--- src/polling_pkg.sv ---
`default_nettype none
package polling_pkg;
  // ----------------------------------------------------------------
  // Widths and counts
  // ----------------------------------------------------------------
  localparam int TIME_W     = 16;
  localparam int STRENGTH_W = 8;
  localparam int DIV_W      = 8;
  localparam int CFG_COUNT  = 4;

  // System clock prescale ahead of the reference divider
  localparam logic [DIV_W-1:0] SYS_CLK_DIV = 8'h40;

  // Configuration and channel indices
  localparam logic [1:0] CFG_A        = 2'h0;
  localparam logic [1:0] CHAN_FIRST   = 2'h0;
  localparam logic [1:0] MAX_CHANNELS = 2'h3;
  localparam logic [1:0] MIN_CHANNELS = 2'h1;

  // Action after an end-of-message command
  localparam logic [1:0] EOM_NEXT_CFG  = 2'h0;
  localparam logic [1:0] EOM_RESTART_A = 2'h1;
  localparam logic [1:0] EOM_STAY      = 2'h2;

  // Clear values and last timer tick
  localparam logic [TIME_W-1:0]     TIME_CLEAR     = 16'h0000;
  localparam logic [TIME_W-1:0]     TIME_LAST_TICK = 16'h0001;
  localparam logic [STRENGTH_W-1:0] PEAK_CLEAR     = 8'h00;

  // Polling sequencer states
  typedef enum logic [1:0] {
    ST_IDLE               = 2'b00,
    ST_ON                 = 2'b01,
    ST_RUN_WHILE_POLLING  = 2'b10,
    ST_POLLING_OFF_PERIOD = 2'b11
  } poll_state_t;
endpackage
`default_nettype wire

--- src/self_polling_wakeup_controller.sv ---
`default_nettype none
module self_polling_wakeup_controller
  import polling_pkg::*;
(
  input  wire logic                                       clk_sys,
  input  wire logic                                       reset_n,
  input  wire logic                                       masterModeSelect,
  input  wire logic                                       sleepMode,
  input  wire logic [CFG_COUNT-2:0]                       configEnable,
  input  wire logic [CFG_COUNT-1:0][1:0]                  channelSetup,
  input  wire logic [CFG_COUNT-1:0][polling_pkg::TIME_W-1:0] onTime,
  input  wire logic [polling_pkg::TIME_W-1:0]             offTime,
  input  wire logic [polling_pkg::TIME_W-1:0]             observationWindow,
  input  wire logic [polling_pkg::DIV_W-1:0]              pollingReferenceDivider,
  input  wire logic                                       constantOnOffTiming,
  input  wire logic [CFG_COUNT-1:0][polling_pkg::STRENGTH_W-1:0] wakeupStrengthThreshold,
  input  wire logic [CFG_COUNT-1:0][polling_pkg::STRENGTH_W-1:0] wakeupStrengthUpperBound,
  input  wire logic [CFG_COUNT-1:0][polling_pkg::STRENGTH_W-1:0] wakeupStrengthLowerBound,
  input  wire logic [polling_pkg::STRENGTH_W-1:0]         strengthSample,
  input  wire logic                                       strengthValid,
  input  wire logic                                       searchModulationType,
  input  wire logic                                       modulationTypeSelect,
  input  wire logic                                       wakeupIrqMask,
  input  wire logic                                       externalTimeoutCommand,
  input  wire logic                                       externalEndOfMessageCommand,
  input  wire logic                                       endOfMessageReturnEnable,
  input  wire logic                                       timeoutRestartA,
  input  wire logic [1:0]                                 eomAction,
  output polling_pkg::poll_state_t                        pollState,
  output logic [1:0]                                      activeConfig,
  output logic [1:0]                                      activeChannel,
  output logic [1:0]                                      acceptedChannel,
  output logic [1:0]                                      acceptedConfig,
  output logic [polling_pkg::STRENGTH_W-1:0]              wakeupPeakStrength,
  output logic                                            wakeupIrq,
  output logic                                            demodulationType
);
  // ----------------------------------------------------------------
  // Reset release
  // ----------------------------------------------------------------
  logic [1:0] resetSync_r;
  logic       rstN;

  // Two-stage release of the asynchronous reset
  always_ff @(posedge clk_sys or negedge reset_n) begin
    if (!reset_n) begin
      resetSync_r <= 2'b00;
    end else begin
      resetSync_r <= {resetSync_r[0], 1'b1};
    end
  end
  assign rstN = resetSync_r[1];

  // ----------------------------------------------------------------
  // Time base
  // ----------------------------------------------------------------
  typedef struct packed {
    poll_state_t           st;
    logic [1:0]            cfg;
    logic [1:0]            chan;
    logic [TIME_W-1:0]     timer;
    logic [TIME_W-1:0]     window;
    logic [STRENGTH_W-1:0] peak;
    logic [1:0]            accChan;
    logic [1:0]            accCfg;
    logic [STRENGTH_W-1:0] wuPeak;
    logic                  irq;
    logic                  demod;
  } ctrl_state_t;

  ctrl_state_t r;
  ctrl_state_t n;
  logic        pollEnable;
  logic        sysTick;
  logic        timeTick;
  logic        windowWake;
  logic        finalWake;

  assign pollEnable = masterModeSelect && !sleepMode;

  // State-machine clock: system clock over 64
  tick_divider #(.WIDTH(DIV_W)) u_prescale (
    .clk     (clk_sys),
    .rstN    (rstN),
    .enable  (pollEnable),
    .divisor (SYS_CLK_DIV),
    .tick    (sysTick)
  );

  // Reference timer stepped by the prescaled clock
  tick_divider #(.WIDTH(DIV_W)) u_reference (
    .clk     (clk_sys),
    .rstN    (rstN),
    .enable  (sysTick),
    .divisor (pollingReferenceDivider),
    .tick    (timeTick)
  );

  // ----------------------------------------------------------------
  // Wake-up decision on the tracked peak
  // ----------------------------------------------------------------
  wakeup_judge #(.WIDTH(STRENGTH_W)) u_judge (
    .peak       (r.peak),
    .threshold  (wakeupStrengthThreshold[r.cfg]),
    .upperBound (wakeupStrengthUpperBound[r.cfg]),
    .lowerBound (wakeupStrengthLowerBound[r.cfg]),
    .windowWake (windowWake),
    .finalWake  (finalWake)
  );

  // ----------------------------------------------------------------
  // Sequence helpers
  // ----------------------------------------------------------------
  // Channels scanned in a configuration, one to three
  function automatic logic [1:0] chanCount(input logic [1:0] cfg);
    logic [1:0] setup;
    setup = channelSetup[cfg];
    if (setup < MIN_CHANNELS) begin
      chanCount = MIN_CHANNELS;
    end else begin
      chanCount = setup;
    end
  endfunction

  // Next enabled configuration after cfg; bit 2 flags that one exists
  function automatic logic [2:0] nextCfg(input logic [1:0] cfg);
    logic [2:0] res;
    res = 3'b000;
    for (int i = CFG_COUNT - 1; i > 0; i--) begin
      if (i > int'(cfg) && configEnable[i-1]) begin
        res = {1'b1, 2'(i)};
      end
    end
    nextCfg = res;
  endfunction

  // ----------------------------------------------------------------
  // Polling sequencer
  // ----------------------------------------------------------------
  always_comb begin
    logic [2:0] nc;
    logic       toOff;
    logic       moved;
    nc    = nextCfg(r.cfg);
    toOff = 1'b0;
    moved = 1'b0;
    n     = r;
    n.irq = 1'b0;

    // Peak tracking continues across windows while searching
    if (r.st == ST_ON && strengthValid && strengthSample > r.peak) begin
      n.peak = strengthSample;
    end

    if (!pollEnable) begin
      n.st    = ST_IDLE;
      n.demod = searchModulationType;
    end else begin
      unique case (r.st)
        ST_IDLE: begin
          n.st     = ST_ON;
          n.cfg    = CFG_A;
          n.chan   = CHAN_FIRST;
          n.timer  = onTime[CFG_A];
          n.window = TIME_CLEAR;
          n.peak   = PEAK_CLEAR;
          n.demod  = searchModulationType;
        end
        ST_ON: begin
          if (timeTick) begin
            n.timer  = TIME_W'(r.timer - 1'b1);
            n.window = TIME_W'(r.window + 1'b1);
            if (r.timer <= TIME_LAST_TICK) begin
              // End of On time for this channel
              if (finalWake) begin
                n.st     = ST_RUN_WHILE_POLLING;
                n.wuPeak = r.peak;
                n.accChan = r.chan;
                n.accCfg  = r.cfg;
                n.demod   = modulationTypeSelect;
                n.irq     = !wakeupIrqMask;
              end else begin
                moved = 1'b1;
              end
            end else if (n.window >= observationWindow) begin
              if (windowWake) begin
                n.st      = ST_RUN_WHILE_POLLING;
                n.wuPeak  = r.peak;
                n.accChan = r.chan;
                n.accCfg  = r.cfg;
                n.demod   = modulationTypeSelect;
                n.irq     = !wakeupIrqMask;
              end else begin
                n.window = TIME_CLEAR;
              end
            end
          end
        end
        ST_RUN_WHILE_POLLING: begin
          // Commands only act here; elsewhere they fall through
          if (externalTimeoutCommand) begin
            if (timeoutRestartA) begin
              n.cfg  = CFG_A;
              n.chan = CHAN_FIRST;
              n.st   = ST_ON;
              n.timer = onTime[CFG_A];
            end else begin
              moved = 1'b1;
            end
          end else if (externalEndOfMessageCommand) begin
            n.accChan = r.chan;
            n.accCfg  = r.cfg;
            if (endOfMessageReturnEnable) begin
              unique case (eomAction)
                EOM_RESTART_A: begin
                  n.cfg   = CFG_A;
                  n.chan  = CHAN_FIRST;
                  n.st    = ST_ON;
                  n.timer = onTime[CFG_A];
                end
                EOM_STAY: begin
                  n.st = ST_RUN_WHILE_POLLING;
                end
                default: begin
                  // Next configuration skips remaining channels
                  n.chan = CHAN_FIRST;
                  if (nc[2]) begin
                    n.cfg   = nc[1:0];
                    n.st    = ST_ON;
                    n.timer = onTime[nc[1:0]];
                  end else begin
                    toOff = 1'b1;
                  end
                end
              endcase
            end
          end
          if (n.st == ST_ON) begin
            // Fresh search window after leaving run state
            n.window = TIME_CLEAR;
            n.peak   = PEAK_CLEAR;
            n.demod  = searchModulationType;
            if (!constantOnOffTiming) begin
              n.timer = r.timer;
            end
          end
        end
        ST_POLLING_OFF_PERIOD: begin
          if (timeTick) begin
            n.timer = TIME_W'(r.timer - 1'b1);
            if (r.timer <= TIME_LAST_TICK) begin
              n.st     = ST_ON;
              n.cfg    = CFG_A;
              n.chan   = CHAN_FIRST;
              n.timer  = onTime[CFG_A];
              n.window = TIME_CLEAR;
              n.peak   = PEAK_CLEAR;
            end
          end
        end
      endcase

      // Advance to next channel, then next configuration, then Off
      if (moved) begin
        n.window = TIME_CLEAR;
        n.peak   = PEAK_CLEAR;
        n.demod  = searchModulationType;
        if (2'(r.chan + 1'b1) < chanCount(r.cfg)) begin
          n.chan  = 2'(r.chan + 1'b1);
          n.st    = ST_ON;
          n.timer = onTime[r.cfg];
        end else if (nc[2]) begin
          n.cfg   = nc[1:0];
          n.chan  = CHAN_FIRST;
          n.st    = ST_ON;
          n.timer = onTime[nc[1:0]];
        end else begin
          toOff = 1'b1;
        end
        // Without constant timing the interrupted On period carries on
        if (r.st == ST_RUN_WHILE_POLLING && !constantOnOffTiming && !toOff) begin
          n.timer = r.timer;
        end else if (r.st == ST_RUN_WHILE_POLLING && !toOff) begin
          n.timer = onTime[n.cfg];
        end
      end

      if (toOff) begin
        n.st    = ST_POLLING_OFF_PERIOD;
        n.cfg   = CFG_A;
        n.chan  = CHAN_FIRST;
        n.timer = offTime;
        n.demod = searchModulationType;
      end
    end
  end

  // State register
  always_ff @(posedge clk_sys or negedge rstN) begin
    if (!rstN) begin
      r <= '0;
    end else begin
      r <= n;
    end
  end

  // ----------------------------------------------------------------
  // Outputs
  // ----------------------------------------------------------------
  assign pollState          = r.st;
  assign activeConfig       = r.cfg;
  assign activeChannel      = r.chan;
  assign acceptedChannel    = r.accChan;
  assign acceptedConfig     = r.accCfg;
  assign wakeupPeakStrength = r.wuPeak;
  assign wakeupIrq          = r.irq;
  assign demodulationType   = r.demod;
endmodule
`default_nettype wire

--- src/tick_divider.sv ---
`default_nettype none
module tick_divider #(
  parameter int WIDTH = 8
) (
  input  wire logic             clk,
  input  wire logic             rstN,
  input  wire logic             enable,
  input  wire logic [WIDTH-1:0] divisor,
  output logic                  tick
);
  typedef struct packed {
    logic [WIDTH-1:0] count;
    logic             tick;
  } div_state_t;

  div_state_t state_r;
  div_state_t state_nxt;

  // Count consecutive enabled cycles, clearing on a low enable; divisor of zero behaves as one
  always_comb begin
    state_nxt      = state_r;
    state_nxt.tick = 1'b0;
    if (!enable) begin
      state_nxt.count = '0;
    end else if (WIDTH'(state_r.count + 1'b1) >= divisor) begin
      state_nxt.count = '0;
      state_nxt.tick  = 1'b1;
    end else begin
      state_nxt.count = WIDTH'(state_r.count + 1'b1);
    end
  end

  // State register
  always_ff @(posedge clk or negedge rstN) begin
    if (!rstN) begin
      state_r <= '0;
    end else begin
      state_r <= state_nxt;
    end
  end

  assign tick = state_r.tick;
endmodule
`default_nettype wire

--- src/wakeup_judge.sv ---
`default_nettype none
module wakeup_judge #(
  parameter int WIDTH = 8
) (
  input  wire logic [WIDTH-1:0] peak,
  input  wire logic [WIDTH-1:0] threshold,
  input  wire logic [WIDTH-1:0] upperBound,
  input  wire logic [WIDTH-1:0] lowerBound,
  output logic                  windowWake,
  output logic                  finalWake
);
  // Window check needs both threshold and upper bound exceeded
  assign windowWake = (peak > threshold) && (peak > upperBound);
  // Final check at end of On time also accepts a peak below the lower bound
  assign finalWake  = (peak > threshold)
                      && ((peak < lowerBound) || (peak > upperBound));
endmodule
`default_nettype wire

--- config.mk ---
export PLATFORM = sky130hd
export DESIGN_NAME = self_polling_wakeup_controller
export DESIGN_NICKNAME = d
export VERILOG_FILES = /design/src/polling_pkg.sv /design/src/self_polling_wakeup_controller.sv /design/src/tick_divider.sv /design/src/wakeup_judge.sv
export SDC_FILE = /design/constraint.sdc
export NUM_CORES = 1
export LEC_CHECK = 0
export ABC_AREA = 0
export BUFFER_PORTS_ARGS = -buffer_cell sky130_fd_sc_hd__buf_2
export CAP_MARGIN = 20
export CORE_ASPECT_RATIO = 1.5
export CORE_UTILIZATION = 55
export DETAILED_ROUTE_END_ITERATION = 7
export PLACE_DENSITY = 0.81
export REMOVE_ABC_BUFFERS = 1
export SLEW_MARGIN = 20
export SYNTH_ARGS = -nofsm -noshare
export SYNTH_HDL_FRONTEND = slang
export SYNTH_HIERARCHICAL = 1
export SYNTH_SLANG_ARGS = --single-unit
--- constraint.sdc ---
create_clock -name clk_sys -period 3.1 [get_ports clk_sys]
set_clock_uncertainty 0.2 [all_clocks]
set_input_delay 0.155 -clock clk_sys [delete_from_list [all_inputs] [get_ports clk_sys]]
set_output_delay 0.155 -clock clk_sys [all_outputs]
set_load 0.005 [all_outputs]
==> impl_metrics.csv, run 1 <==
group,metric,value,unit
synth,ys_ff_latch,80,
cts,cts_root_buf,"clkbuf_16",
cts,cts_inserted_buffers,9,
floorplan,die-height,175,um
synth,yosysTopAreaCell,"dfrtp_1",
grt,grt_usage,0.776,
synth,synth_area_leaders,"dfrtp_1 18%, mux4_2 9.5%, ha_1 8.7%, a21oi_1 4.3%, nand2_1 3.6%",
synth,synth_cell_types,97,
timing,crit_endpoint,"r[33]$_DFFE_PN0P_/D",
synth,synthCells,1301,
outcome,stop_error,"[ERROR GRT-0232] Routing congestion too high. Check the congestion heatmap in the GUI.",
floorplan,initial_core_util,0.565,
floorplan,ios,254,
outcome,status,"stopped before the end",
cts,clockBufferDepth,2,
placement,dp_slack,-1.13,ns
synth,ys.flop_type,"dfrtp_1",
floorplan,die_w,117,um
placement,portBuffers,253,
placement,place_inst,1982,
timing,worst-endpoint-pin-kind,"register input",
synth,synth_top_area_frac,0.183,
grt,grt-ovfl-total,90,
synth,syn_avg_cell_area,8.39,um^2
synth,synth_edf_count,0,
floorplan,rows,62,
outcome,lastStage,"5_1_grt",
placement,hpwlAfterDp,40100,um
synth,async_flop_share,1.00,
cts,clkSinkCount,80,
synth,yosys_warnings,6,
placement,gp_congestion,1.08,
grt,grt_max_degree,34,
synth,seq_area_frac_synth,0.183,
synth,syn_area,0.0109,mm^2
cts,h-tree-depth,3,
## cell families after synthesis
family          synth area share
flops                      0.183
buf+inv                   0.0798
other cells             0.000688
fa+ha+maj                 0.0871
simple gates               0.178
xor+xnor                  0.0279
mux                        0.146
compound gates             0.297
## layer usage
layer,track usage,GRT overflow
met2,0.924,54
met3,0.635,2
met1,0.779,1
met5,0.303,0
met4,0.759,33
## Yosys cell counts, types with 16 or more instances
cell,number
nor2b_1,18
a21oi_1,94
o21ai_0,69
a221oi_1,18
o211ai_1,22
nor3_1,22
xnor2_1,19
nand3_1,49
inv_1,88
ha_1,76
nor2_1,65
dfrtp_1,80
mux2_2,16
o21a_1,18
mux2i_1,38
a31oi_1,23
buf_4,21
mux4_2,46
nand2_1,104
buf_2,29
clkbuf_1,46
## through the flow
stage / hold slack, ns / setup TNS [ns] / area, um^2 / util
after CTS: 0.0265 / -44.19 / 15300 / 0.790
after detailed placement: -0.254 / -51.96 / 14200 / 0.734
after global placement: -0.260 / -48.33 / 14200 / 0.734
after floorplan: -0.341 / -128.30 / 10400 / -
## what timing repair did
action	CTS
hold buffers	24
setup buffers	23
pin swaps	31
gates cloned	1
gates resized for setup	74
setup endpoints to repair	60
hold endpoints to repair	24
==> run 2: changes to the inputs <==
--- a/config.mk
+++ b/config.mk
@@ -8,10 +8,9 @@
 export ABC_AREA = 0
 export BUFFER_PORTS_ARGS = -buffer_cell sky130_fd_sc_hd__buf_2
 export CAP_MARGIN = 20
-export CORE_ASPECT_RATIO = 1.5
-export CORE_UTILIZATION = 55
+export CORE_UTILIZATION = 40
 export DETAILED_ROUTE_END_ITERATION = 7
-export PLACE_DENSITY = 0.81
+export PLACE_DENSITY_LB_ADDON = 0.15
 export REMOVE_ABC_BUFFERS = 1
 export SLEW_MARGIN = 20
 export SYNTH_ARGS = -nofsm -noshare
==> impl_metrics.csv, run 2 <==
group,metric,value,unit
synth,yosys_warnings,6,
synth,yosysTopAreaCell,"dfrtp_1",
setup_path,r2r-end,"r[50]",
timing,drv_slew,0,
cts,clockBufferDepth,2,
grt,grt_pass1_wl,70100,um
timing,worst_pin_slew,0.838,ns
cts,cts_root_buf,"clkbuf_16",
power,vdd_ir_drop_max,0.000265,V
final_layout,fillCellCount,2459,
synth,syn_avg_cell_area,8.39,um^2
placement,place_inst,2051,
setup_path,r2r_slack,-0.87,ns
drt,viasPerCell,6.09,
timing,period_share,1.28,
cts,h-tree-depth,3,
grt,antenna_found_initial,0,
final_layout,drive_gt1_frac,0.433,
timing,setup_ws,-0.873,ns
power,p_int,2470,uW
floorplan,die_w,167,um
floorplan,dieArea,0.0280,mm^2
power,swShare,0.370,
min_path,whs_path_depth,3,
synth,synth_edf_count,0,
job,maxCapViolations,0,
floorplan,rows,60,
floorplan,core,0.0269,mm^2
synth,ys_ff_latch,80,
final_layout,max_flop_register,"r",
outcome,status,"finished with violations",
setup_path,worst-r2r-cell-count,17,
floorplan,initial_core_util,0.406,
final_layout,seqCellArea,0.00201,mm^2
timing,hold_ws,0.0227,ns
timing,fmax,0.252,GHz
final_layout,final_common_cell,"buf_2",
cts,path_clk_slew,0.07,ns
cts,cts_inserted_buffers,9,
synth,seq_area_frac_synth,0.183,
synth,synth_top_area_frac,0.183,
cts,clkSinkCount,80,
setup_path,worstPathArrival,4.05,ns
placement,gp_congestion,1.04,
setup_path,r2r_start,"activeConfig[0]",
drt,ant_nets,0,
timing,hold_violations,0,
final_layout,area_delta_synth_final,43.9,%
power,sequentialPowerShare,0.295,
min_path,hold_end,"r[39]",
grt,grt_max_degree,46,
final_layout,utilization,0.584,
synth,synthCells,1301,
timing,relSlewSlack,0.437,
drt,drt-total-wl,45900,um
outcome,violations,"negative setup slack",
synth,synth_area_leaders,"dfrtp_1 18%, mux4_2 9.5%, ha_1 8.7%, a21oi_1 4.3%, nand2_1 3.6%",
setup_path,crit_fanout,6,
synth,async_flop_share,1.00,
drt,drt_pass1_iterations,6,
timing,fin_crit,3.97,ns
drt,drc,0,
setup_path,cp-start-kind,"flop",
drt,num_vias,12900,
synth,ys.flop_type,"dfrtp_1",
placement,hpwlAfterDp,36200,um
synth,syn_area,0.0109,mm^2
min_path,hp-class,"input port to flop",
final_layout,largest_reg_flops,40,
placement,portBuffers,253,
cts,cts_tree,"built",
setup_path,worstPathRequired,3.18,ns
floorplan,ios,254,
final_layout,fin_nets,2083,
grt,grt_usage,0.323,
synth,ys_top_cells_by_count,"104 x nand2_1, 94 x a21oi_1, 88 x inv_1",
timing,setup_viol,60,
floorplan,die-height,167,um
grt,grt-ovfl-total,0,
drt,initialDrtViolationCount,1228,
synth,yosysMostFrequentCell,"nand2_1",
synth,synth_cell_types,97,
drt,wl_per_cell,21.7,um
setup_path,endpoint_kind,"flop",
power,p_clk_frac,0.294,
setup_path,path_class,"flop to flop",
power,p_comb_frac,0.410,
final_layout,final_cells,2119,
final_layout,multi_input_area,0.00875,mm^2
grt,grt_pass1_vias,12487,
power,leakagePower,0.00714,uW
final_layout,layout_common_cells,"253 x buf_2, 239 x buf_4, 96 x nand2_1",
min_path,hp-start,"offTime[1]",
final_layout,antenna_cells,0,
power,switching_power,1450,uW
cts,clock_latency,0.35,ns
timing,rsz0062_at_grt,"yes",
power,p_per_area,250,mW/mm^2
## run 2: layout make-up
class	count	area share
clock inverters	7	0.00534
multi-input cells	1036	0.557
clock buffers	9	0.0143
repair buffers	557	0.247
flip-flops and latches	80	0.128
inverters	89	0.0214
well taps	341	0.0272
## run 2: worst max-delay path by stage
stage                     from     to  slack (ns)  cells after the start
2_1_floorplan  activeConfig[0]  r[41]       -2.80                     15
3_3_place_gp   activeConfig[0]  r[46]       -0.97                     16
3_5_place_dp   activeConfig[0]  r[46]       -1.08                     17
4_1_cts        activeConfig[0]  r[27]       -0.76                     15
5_1_grt        activeConfig[0]  r[47]       -0.95                     16
6_report       activeConfig[0]  r[50]       -0.87                     17
## run 2: logic make-up after synthesis
family / synth area share
XOR/XNOR: 0.0279
AND/OR/NAND/NOR: 0.178
buffers and inverters: 0.0798
adder cells (fa/ha/maj): 0.0871
flip-flops: 0.183
AO/OA/AOI/OAI: 0.297
multiplexers: 0.146
other: 0.000688
## run 2: power groups by stage
stage                     clock network (uW)  registers [uW]  logic, uW
after floorplan                            0            1200        692
after global placement                     0            1180       1430
after detailed placement                   0            1170       1450
after global routing                    1220            1170       1730
final                                   1160            1160       1610
after CTS                               1190            1160       1500
## run 2: layer usage
metal / wire length (um) / part of all wire / up-vias / global-route usage
met5: 0 / 0 / - / 0
met4: 1590 / 0.035 / 0 / 0.113
met3: 3990 / 0.087 / 123 / 0.0541
met2: 20800 / 0.45 / 711 / 0.515
met1: 19500 / 0.42 / 6135 / 0.442
li1: - / - / 5931 / -
## run 2: per-stage QoR
stage	cell area (um^2)	TNS (ns)	setup WS (ns)	power (uW)
2_1_floorplan	10400	-128.30	-2.80	1900
3_3_place_gp	14100	-45.12	-0.972	2610
3_5_place_dp	14100	-50.68	-1.08	2620
4_1_cts	15100	-36.95	-0.762	3840
5_1_grt	15700	-46.89	-0.947	4110
6_report	15700	-41.70	-0.873	3930
## run 2: what timing repair did
action | CTS | global route
gates resized for setup | 75 | 112
hold endpoints to repair | 21 | 0
pin swaps | 13 | 59
endpoints found under the setup margin | 60 | 60
setup buffers | 14 | 16
hold buffers | 21 | 0
gates cloned | 0 | 4
## run 2: worst max-delay path, cell delays in order (launching register included)
cell and delay, ns:
dfrtp_4 0.52, buf_12 0.16, buf_12 0.13, mux4_2 0.43
inv_2 0.09, ha_4 0.20, a21oi_2 0.13, o21ai_2 0.08
mux2i_1 0.20, a21oi_2 0.07, o21a_4 0.14, nor3b_4 0.28
a31oi_4 0.20, buf_4 0.20, clkbuf_4 0.18, a221o_1 0.28
a31o_1 0.24, a31oi_1 0.14
Power figures use the tool's default switching activity.
